==> src/verilog/bcc_pkg.sv <==
// Constants shared by the cipher co-processor, its engine and its host.
// Assumes one 50 MHz clock and a byte-wide register link between the ends.
package bcc_pkg;

    // ==========================================================
    // Link register map (byte addresses)
    localparam logic [7:0] KEY_BASE   = 8'h00;
    localparam logic [7:0] DATA_BASE  = 8'h10;
    localparam logic [7:0] OUT_BASE   = 8'h20;
    localparam logic [7:0] ANA_CFG    = 8'h30;
    localparam logic [7:0] CMD_REG    = 8'h31;
    localparam logic [7:0] STAT_REG   = 8'h32;
    localparam int         ENGINE_ON_BIT = 0;
    localparam logic [7:0] ANA_RESET  = 8'h00;

    // ==========================================================
    // Command codes written to the command register
    localparam logic [7:0] CMD_ENC    = 8'h01;
    localparam logic [7:0] CMD_KEY    = 8'h02;
    localparam logic [7:0] CMD_DEC    = 8'h03;
    localparam logic [7:0] CMD_KEYDEC = 8'h04;

    typedef enum logic [1:0] {
        OP_ENC, OP_KEY, OP_DEC, OP_KEYDEC
    } bcc_op_t;

    // ==========================================================
    // Host user register map (byte addresses of 32-bit words)
    localparam logic [7:0] U_CTRL     = 8'h00;
    localparam logic [7:0] U_STATUS   = 8'h04;
    localparam logic [7:0] U_IRQ_STAT = 8'h08;
    localparam logic [7:0] U_IRQ_MASK = 8'h0C;
    localparam logic [7:0] U_KEY      = 8'h10;
    localparam logic [7:0] U_DATA     = 8'h20;
    localparam logic [7:0] U_RESULT   = 8'h30;
    localparam int         CTRL_PWR_BIT = 0;
    localparam int         CTRL_GO_BIT  = 1;
    localparam int         CTRL_OP_LSB  = 2;

    // ==========================================================
    // Engine timing
    localparam int         ROUNDS     = 10;

endpackage : bcc_pkg

==> src/verilog/bcc_link_if.sv <==
// Byte-wide register link between host and co-processor.
// Assumes both ends share sys_clk; read data follow a read by one cycle.
`timescale 1ns/1ps
interface bcc_link_if;
    logic [7:0] addr;
    logic [7:0] wdata;
    logic       wr;
    logic       rd;
    logic [7:0] rdata;
    logic       eop;

    modport dev  (input addr, input wdata, input wr, input rd,
                  output rdata, output eop);
    modport host (output addr, output wdata, output wr, output rd,
                  input rdata, input eop);
endinterface : bcc_link_if

==> src/verilog/bcc_host.sv <==
// Host end: user registers, bank loader, command issue, result fetch.
// Assumes software uses the one-cycle strobe port below.
//
// The implementer's own choices: strobed register access and the address map.
`timescale 1ns/1ps
module bcc_host (
    input  wire logic        sys_clk,
    input  wire logic        rst_b,
    input  wire logic [7:0]  cpu_addr,
    input  wire logic [31:0] cpu_wdata,
    input  wire logic        cpu_wr,
    input  wire logic        cpu_rd,
    output logic      [31:0] cpu_rdata,
    output logic             irq,
    bcc_link_if.host         link
);
    typedef enum logic [2:0] {
        H_IDLE, H_PWR, H_LOAD, H_CMD, H_WAIT, H_FETCH
    } bcc_hst_t;

    bcc_hst_t    st_q;
    logic [31:0] key_q [4];
    logic [31:0] dat_q [4];
    logic [31:0] res_q [4];
    logic        pwr_q;
    logic        pwr_dirty_q;
    logic        go_q;
    logic [1:0]  op_q;
    logic        done_st_q;
    logic        done_mask_q;
    logic [5:0]  cnt_q;
    logic        fetch_v_q;
    logic [3:0]  fetch_i_q;
    logic [7:0]  addr_q;
    logic [7:0]  wdata_q;
    logic        wr_q;
    logic        rd_q;
    logic [31:0] rdata_q;
    logic        irq_q;

    // ==========================================================
    // User port decode
    wire [1:0] wi      = cpu_addr[3:2];
    wire       u_ctrl  = cpu_wr && cpu_addr == bcc_pkg::U_CTRL;
    wire       u_go    = u_ctrl && cpu_wdata[bcc_pkg::CTRL_GO_BIT];
    wire       busy    = (st_q != H_IDLE) || go_q;
    wire       w_key   = cpu_wr && !busy
                         && cpu_addr[7:4] == bcc_pkg::U_KEY[7:4];
    wire       w_dat   = cpu_wr && !busy
                         && cpu_addr[7:4] == bcc_pkg::U_DATA[7:4];
    wire       clr_d   = cpu_wr && cpu_addr == bcc_pkg::U_IRQ_STAT
                         && cpu_wdata[0];
    wire [7:0] ld_byte = cnt_q[4] ? dat_q[cnt_q[3:2]][8*cnt_q[1:0] +: 8]
                                  : key_q[cnt_q[3:2]][8*cnt_q[1:0] +: 8];
    wire [31:0] rd_mux =
        (cpu_addr == bcc_pkg::U_CTRL)     ? {28'h0, op_q, 1'b0, pwr_q}
      : (cpu_addr == bcc_pkg::U_STATUS)   ? {31'h0, busy}
      : (cpu_addr == bcc_pkg::U_IRQ_STAT) ? {31'h0, done_st_q}
      : (cpu_addr == bcc_pkg::U_IRQ_MASK) ? {31'h0, done_mask_q}
      : (cpu_addr[7:4] == bcc_pkg::U_KEY[7:4])    ? key_q[wi]
      : (cpu_addr[7:4] == bcc_pkg::U_DATA[7:4])   ? dat_q[wi]
      : (cpu_addr[7:4] == bcc_pkg::U_RESULT[7:4]) ? res_q[wi]
      : 32'h0;
    wire       fin     = (st_q == H_FETCH) && fetch_v_q
                         && fetch_i_q == 4'hF;

    generate
        for (genvar i = 0; i < 4; i++)
        begin : g_words
            always_ff @(posedge sys_clk)
            begin
                if (!rst_b)
                begin
                    key_q[i] <= 32'h0;
                    dat_q[i] <= 32'h0;
                    res_q[i] <= 32'h0;
                end
                else
                begin
                    if (w_key && wi == 2'(i))
                        key_q[i] <= cpu_wdata;
                    if (w_dat && wi == 2'(i))
                        dat_q[i] <= cpu_wdata;
                    if (fetch_v_q && fetch_i_q[3:2] == 2'(i))
                        res_q[i][8*fetch_i_q[1:0] +: 8] <= link.rdata;
                end
            end
        end
    endgenerate

    // ==========================================================
    // User registers and interrupt
    always_ff @(posedge sys_clk)
    begin
        if (!rst_b)
        begin
            pwr_q       <= 1'b0;
            pwr_dirty_q <= 1'b0;
            go_q        <= 1'b0;
            op_q        <= 2'h0;
            done_st_q   <= 1'b0;
            done_mask_q <= 1'b0;
            rdata_q     <= 32'h0;
            irq_q       <= 1'b0;
        end
        else
        begin
            if (u_ctrl && !busy)
            begin
                pwr_q       <= cpu_wdata[bcc_pkg::CTRL_PWR_BIT];
                pwr_dirty_q <= 1'b1;
                op_q        <= cpu_wdata[bcc_pkg::CTRL_OP_LSB +: 2];
                go_q        <= u_go;
            end
            else if (st_q == H_PWR)
            begin
                pwr_dirty_q <= 1'b0;
                go_q        <= 1'b0;
            end
            if (cpu_wr && cpu_addr == bcc_pkg::U_IRQ_MASK)
                done_mask_q <= cpu_wdata[0];
            // Set wins over a clear in the same cycle
            done_st_q <= fin | (done_st_q & ~clr_d);
            irq_q     <= (fin | (done_st_q & ~clr_d)) & done_mask_q;
            rdata_q   <= cpu_rd ? rd_mux : 32'h0;
        end
    end

    // ==========================================================
    // Link sequencer
    always_ff @(posedge sys_clk)
    begin
        wr_q      <= 1'b0;
        rd_q      <= 1'b0;
        fetch_v_q <= 1'b0;
        if (!rst_b)
        begin
            st_q      <= H_IDLE;
            cnt_q     <= 6'h0;
            fetch_i_q <= 4'h0;
            addr_q    <= 8'h00;
            wdata_q   <= 8'h00;
        end
        else
        begin
            unique case (st_q)
                H_IDLE:
                    if (pwr_dirty_q && !u_ctrl)
                        st_q <= H_PWR;
                H_PWR:
                begin
                    // Power bit goes out before any command
                    wr_q    <= 1'b1;
                    addr_q  <= bcc_pkg::ANA_CFG;
                    wdata_q <= {7'h0, pwr_q};
                    cnt_q   <= 6'h0;
                    st_q    <= (go_q && pwr_q) ? H_LOAD : H_IDLE;
                end
                H_LOAD:
                begin
                    // Key bank bytes then data bank bytes
                    wr_q    <= 1'b1;
                    addr_q  <= cnt_q[4] ? bcc_pkg::DATA_BASE + 8'(cnt_q[3:0])
                                        : bcc_pkg::KEY_BASE + 8'(cnt_q[3:0]);
                    wdata_q <= ld_byte;
                    cnt_q   <= cnt_q + 6'h1;
                    if (cnt_q == 6'h1F)
                        st_q <= H_CMD;
                end
                H_CMD:
                begin
                    wr_q    <= 1'b1;
                    addr_q  <= bcc_pkg::CMD_REG;
                    wdata_q <= bcc_pkg::CMD_ENC + 8'(op_q);
                    cnt_q   <= 6'h0;
                    st_q    <= H_WAIT;
                end
                H_WAIT:
                    if (link.eop)
                        st_q <= H_FETCH;
                H_FETCH:
                begin
                    if (!cnt_q[4])
                    begin
                        rd_q   <= 1'b1;
                        addr_q <= bcc_pkg::OUT_BASE + 8'(cnt_q[3:0]);
                        cnt_q  <= cnt_q + 6'h1;
                    end
                    fetch_v_q <= rd_q;
                    fetch_i_q <= addr_q[3:0];
                    if (fin)
                        st_q <= H_IDLE;
                end
                default: st_q <= H_IDLE;
            endcase
        end
    end

    assign link.addr  = addr_q;
    assign link.wdata = wdata_q;
    assign link.wr    = wr_q;
    assign link.rd    = rd_q;
    assign cpu_rdata  = rdata_q;
    assign irq        = irq_q;
endmodule : bcc_host

==> src/flat_wrapper.sv <==
// flat-port wrapper written by rule: the top's interface ports become plain ports
module bcc_host_flat 
  (sys_clk, rst_b, cpu_addr, cpu_wdata, cpu_wr, cpu_rd, cpu_rdata, irq, link_addr, link_wdata, link_wr, link_rd, link_rdata, link_eop);
  bcc_link_if link_i ();
  input  wire logic sys_clk;
  input  wire logic rst_b;
  input  wire logic [7:0] cpu_addr;
  input  wire logic [31:0] cpu_wdata;
  input  wire logic cpu_wr;
  input  wire logic cpu_rd;
  output logic      [31:0] cpu_rdata;
  output logic irq;
  output wire logic [$bits(link_i.addr)-1:0] link_addr;
  output wire logic [$bits(link_i.wdata)-1:0] link_wdata;
  output wire logic [$bits(link_i.wr)-1:0] link_wr;
  output wire logic [$bits(link_i.rd)-1:0] link_rd;
  input wire logic [$bits(link_i.rdata)-1:0] link_rdata;
  input wire logic [$bits(link_i.eop)-1:0] link_eop;
  assign link_addr = link_i.addr;
  assign link_wdata = link_i.wdata;
  assign link_wr = link_i.wr;
  assign link_rd = link_i.rd;
  assign link_i.rdata = link_rdata;
  assign link_i.eop = link_eop;
  bcc_host u_core (.sys_clk(sys_clk), .rst_b(rst_b), .cpu_addr(cpu_addr), .cpu_wdata(cpu_wdata), .cpu_wr(cpu_wr), .cpu_rd(cpu_rd), .cpu_rdata(cpu_rdata), .irq(irq), .link(link_i));
endmodule
==> config.mk <==
export PLATFORM = sky130hd
export DESIGN_NAME = bcc_host_flat
export DESIGN_NICKNAME = d
export VERILOG_FILES = /design/src/verilog/bcc_pkg.sv /design/src/verilog/bcc_link_if.sv /design/src/verilog/bcc_host.sv /design/src/flat_wrapper.sv
export SDC_FILE = /design/constraint.sdc
export NUM_CORES = 1
export LEC_CHECK = 0
export BUFFER_PORTS_ARGS = -buffer_cell sky130_fd_sc_hd__buf_2
export CAP_MARGIN = 20
export CELL_PAD_IN_SITES_DETAIL_PLACEMENT = 0
export CELL_PAD_IN_SITES_GLOBAL_PLACEMENT = 2
export CORE_MARGIN = 2
export CORE_UTILIZATION = 31
export DETAILED_ROUTE_END_ITERATION = 6
export GPL_TIMING_DRIVEN = 0
export PLACE_DENSITY = 0.64
export SYNTH_ARGS = -nofsm -noshare
export SYNTH_HDL_FRONTEND = slang
export SYNTH_SLANG_ARGS = --single-unit
==> constraint.sdc <==
create_clock -name sys_clk -period 5.4 [get_ports sys_clk]
set_input_delay 0.81 -clock sys_clk [delete_from_list [all_inputs] [get_ports sys_clk]]
set_output_delay 0.81 -clock sys_clk [all_outputs]
set_load 0.05 [all_outputs]
# After elaboration in Yosys (flattened, before gate mapping)

Memory sizes are Yosys's and may differ from the RTL's. A register that Yosys moved wholly into a read port is not among the register bits.
Cells that the tools add are included.

Bits of input ports: 53
Memories kept: 3
Bits in writable memories: 384
Logic and storage cells: 443
Output and inout port bits: 51
Register bits after elaboration: 72

Memory list:

| name         | words | bits a word | rd ports | clocked after Yosys merged registers in | write ports | RTL line       | source |
|---|---|---|---|---|---|---|---|
| u_core.dat_q | 4     | 32          | 2        | 1                                       | 4           | bcc_host.sv:23 | `logic [31:0] dat_q [4];` |
| u_core.key_q | 4     | 32          | 2        | 1                                       | 4           | bcc_host.sv:22 | `logic [31:0] key_q [4];` |
| u_core.res_q | 4     | 32          | 1        | 0                                       | 4           | bcc_host.sv:24 | `logic [31:0] res_q [4];` |

Bitwise operators: 142
Reductions and logical operators: 45
$add $sub $neg: 5
Equal/unequal tests: 24
Shift-type cells: 4
Muxes and demuxes: 202

Operator list:

| kind                                                  | count |
|---|---|
| 2-to-1 mux 32 bit                                     | 15 |
| 2-to-1 mux 1 bit                                      | 166 |
| OR 1 bit                                              | 137 |
| variable part select 32 x 6 -> 8 bit                  | 2 |
| negator 5 -> 34 bit                                   | 1 |
| variable shift 8 x 34 -> 32 bit, first input constant | 1 |
| variable part select 8 x 34 -> 32 bit                 | 1 |
| case mux 8 bit (4 select lines)                       | 1 |
| logical AND 1 bit                                     | 25 |
| 2-to-1 mux 8 bit                                      | 3 |
| case mux 8 bit (3 select lines)                       | 1 |
| case mux 3 bit (6 select lines)                       | 1 |
| case mux 6 bit (3 select lines)                       | 1 |
| == test 8 x 4 -> 1 bit, second input constant         | 2 |
| 2-to-1 mux 4 bit                                      | 4 |
| 2-to-1 mux 3 bit                                      | 4 |
| 2-to-1 mux 2 bit                                      | 5 |
| nonzero test 3 bit                                    | 3 |
| == test 2 bit, second input constant                  | 4 |
| == test 4 x 2 -> 1 bit, second input constant         | 2 |
| == test 8 x 3 -> 1 bit, second input constant         | 1 |
| logical NOT 8 bit                                     | 1 |
| AND reduction 2 bit                                   | 4 |
| adder 6 x 4 -> 7 bit, first input constant            | 1 |
| other kinds (25)                                      | 36 |

# Depth between registers and ports, before layout

Depth after elaboration: 10
Depth in mapped cells: 8
Gate-level depth less buffers: 5

# Worst setup path after synthesis

No wires, ideal clock.

Path type: input to register
Start point: in cpu_addr[2]
End point: mem u_core.dat_q[3][0], enable pin
Required time: 4.934 ns
Library setup time: 0.466 ns
Path slack: 1.112 ns
Path buffers: 3
Stages: 5
Arrival time: 3.822 ns
Path through: buf_4 buf_2 buf_4 nand2_1 o21ai_0

RTL lines:

| what            | RTL line          | source |
|---|---|---|
| start, declared | flat_wrapper.sv:7 | `input wire logic [7:0] cpu_addr;` |
| end, declared   | bcc_host.sv:23    |  |

==> results.yml <==
floorplan:
  io_pins: 104
  die_w_um: 270
  coreArea_um2: 70000
  die_h_um: 270
  row_count: 97
  start_util_pct: 31.4
  die_area_um2: 73000
min_path:
  hold_class: "reg -> reg"
  hold_start: "u_core.link.addr[2]"
clock_tree:
  cts_buffer_depth: 3
  cts_tree: "done"
  clkTransAtPathRegs_ns: 0.06
  clkLatencyLatePin_ns: 0.62
  root_buffer: "clkbuf_16"
  cts_max_level: 2
  post_cts_buffers: 0
  ctsResizeCount: 0
  clkSinkCount: 456
  cts_hold_buf: 0
  numCtsBuffers: 53
critical_path:
  setup.worst_path.start: "cpu_addr[4]"
  crit_type: "in -> reg"
  path_max_fanout: 18
  worstPathRequired_ns: 5.69
  cp-start-kind: "input port"
  r2r_start: "u_core.cnt_q[4]"
  arrival_ns: 3.57
  end_kind: "register"
synthesis:
  netlist_top_cells_count: "edfxtp_1, and2_1, nor2_1"
  syn_area_um2: 22000
  ys_ff_latch: 456
  ys_seq_area_share_pct: 59.1
  synth_top_cell_area_share_pct: 52.5
  ys_warn_count: 0
  synth.most_common_cell: "edfxtp_1"
  async_flop_share_pct: 0
  yosys.area.top_type: "edfxtp_1"
  synth_edf_count: 384
  synth_area_per_cell_um2: 13.6
  ys_types: 60
  synth-main-ff-cell: "edfxtp_1"
  synthCells: 1611
  synth_area_leaders: "edfxtp_1, mux4_2, and2_1"
sta:
  max_slew_margin_pct: 22.2
  rsz0062_at_grt: "no"
  finalSetupTns_ns: 0
  period_needed_ns: 3.28
  fmax_ghz: 0.305
  timing.final.ws_setup_ns: 2.12
  setup_violations: 0
  worstMarginPinSlew_ns: 1.17
  hold_viol: 0
  skew_ns: 0.0306
  finalCritPeriodShare_pct: 60.7
  drv_slew: 0
power_and_ir_drop:
  p_clk_share_pct: 44.4
  vdd_drop_max_mv: 0.216
  switchingPower_mw: 1.88
  p_comb_share_pct: 6.8
  p_sw_share_pct: 23.2
  sequentialPowerShare_pct: 48.8
  intPower_mw: 6.24
  design_power_total_mw: 8.12
  p_leak_nw: 8.98
  powerDensity_nw_per_um2: 315
routing:
  postRouteWirelength_um: 82600
  remaining_drc_errors: 0
  via_per_inst: 5.38
  drtIter0Drc: 1328
  ant_nets: 0
  route.vias.total: 14887
  firstDrtPassIters: 5
  wire_per_inst_um: 29.9
grt:
  grt_usage_pct: 22.5
  grt_antenna_before_repair: 7
  grt_max_degree: 19
  grt_overflow_total: 0
  grt_pass1_vias: 15260
  grt_first_pass_wirelength_um: 116000
place:
  dp_hpwl_um: 57100
  dp_worst_setup_slack_ns: 1.54
  numPortBuffers: 100
  placed_area_um2: 24000
  gp_congestion: 0.863
finish:
  final_design_area_no_fill_um2: 25700
  area_growth_pct: 17.2
  nNetsFinal: 1842
  drive_above_1_share_pct: 22.4
status:
  status: "finished, final reports clean"
flow_run:
  max_cap_violations: 0
==> power groups by stage <==
stage               clock, mW  combinational [mW]  sequential [mW]
floorplan                   0               0.277             4.03
global placement            0               0.522             4.05
detailed placement          0               0.557             4.03
CTS                      3.67               0.559             3.96
global route             3.81               0.576             3.97
finish                   3.60               0.552             3.96
==> worst paths after layout <==
kind                          endpoint  slack [ns]  depth (start not counted)
setup / recovery    u_core.dat_q[2][1]        2.12                          6
hold / removal     u_core.fetch_i_q[2]        0.48                          2
setup reg to reg  u_core.link.wdata[5]        2.17                          6
hold reg to reg    u_core.fetch_i_q[2]        0.48                          2
==> per-stage QoR <==
stage / std cells / hold WS [ns] / util (%)
final: 2765 / 0.478 / 36.7
after global routing: 2763 / 0.520 / 36.7
after CTS: 2762 / 0.487 / 36.7
after detailed placement: 2664 / 0.481 / 34.3
after global placement: 2652 / 0.476 / 33.8
after floorplan: 1612 / 0.450 / -
==> placed cells by master, fill, tap and decap left out, types with 7 or more instances in the layout <==
| master | count |
|---|---|
| a211oi_1 | 9 |
| a21oi_1 | 38 |
| a22oi_1 | 60 |
| and2_1 | 270 |
| buf_2 | 121 |
| buf_4 | 13 |
| buf_6 | 9 |
| clkbuf_1 | 78 |
| clkbuf_16 | 54 |
| clkbuf_8 | 10 |
| dfxtp_1 | 72 |
| edfxtp_1 | 384 |
| ha_1 | 9 |
| inv_1 | 12 |
| mux2_2 | 45 |
| mux2i_1 | 67 |
| mux4_2 | 118 |
| nand2_1 | 103 |
| nand2b_1 | 10 |
| nand3_1 | 8 |
| nor2_1 | 196 |
| nor3_1 | 7 |
| o21ai_0 | 9 |
| o21ai_4 | 8 |
| o22ai_1 | 8 |
==> area by class of cell <==
class,count,area [um2]
clock buffers,85,1570
flip-flops and latches,456,13000
inverters,13,48.8
plain buffers,105,544
diodes,2,5.00
multi-input cells,1038,8490
clock inverters,13,146
fillers,6853,44300
repair buffers,113,781
well taps,940,1180
==> critical path: stages <==
cell and delay [ns]:
buf_2 0.11, clkbuf_1 0.35, clkbuf_1 0.55, nand3b_1 0.56, o21ai_4 0.88, buf_12 0.28
==> per-layer routing <==
layer	wire [um]	vias to the layer above	global-route usage, %	share of wire, %
li1	-	6386	-	-
met1	36000	7739	30.8	44
met2	38500	625	36.1	47
met3	5040	133	3.65	6.1
met4	3100	4	8.29	3.8
met5	23	-	0	0.028
==> state kept, by name, summed over array words and instances, names as in the netlist, 3 cells and up, named ones only <==
| signal | flops |
|---|---|
| u_core.res_q | 128 |
| u_core.cnt_q | 6 |
| u_core.key_q | 128 |
| u_core.fetch_i_q | 4 |
| u_core.link.wdata | 8 |
| u_core.st_q | 3 |
| u_core.link.addr | 6 |
| u_core.cpu_rdata | 32 |
| u_core.dat_q | 128 |
==> cells by family after synthesis <==
family                   Yosys count  synth area share (%)
AO/OA/AOI/OAI                    166                  5.13
XOR/XNOR                           1                0.0399
adder cells (fa/ha/maj)            9                 0.513
buffers and inverters            118                  2.70
flip-flops                       456                  59.1
multiplexers                     236                  18.2
other                              1                0.0171
AND/OR/NAND/NOR                  624                  14.4
Note: power is estimated with default switching activity, not from simulation.
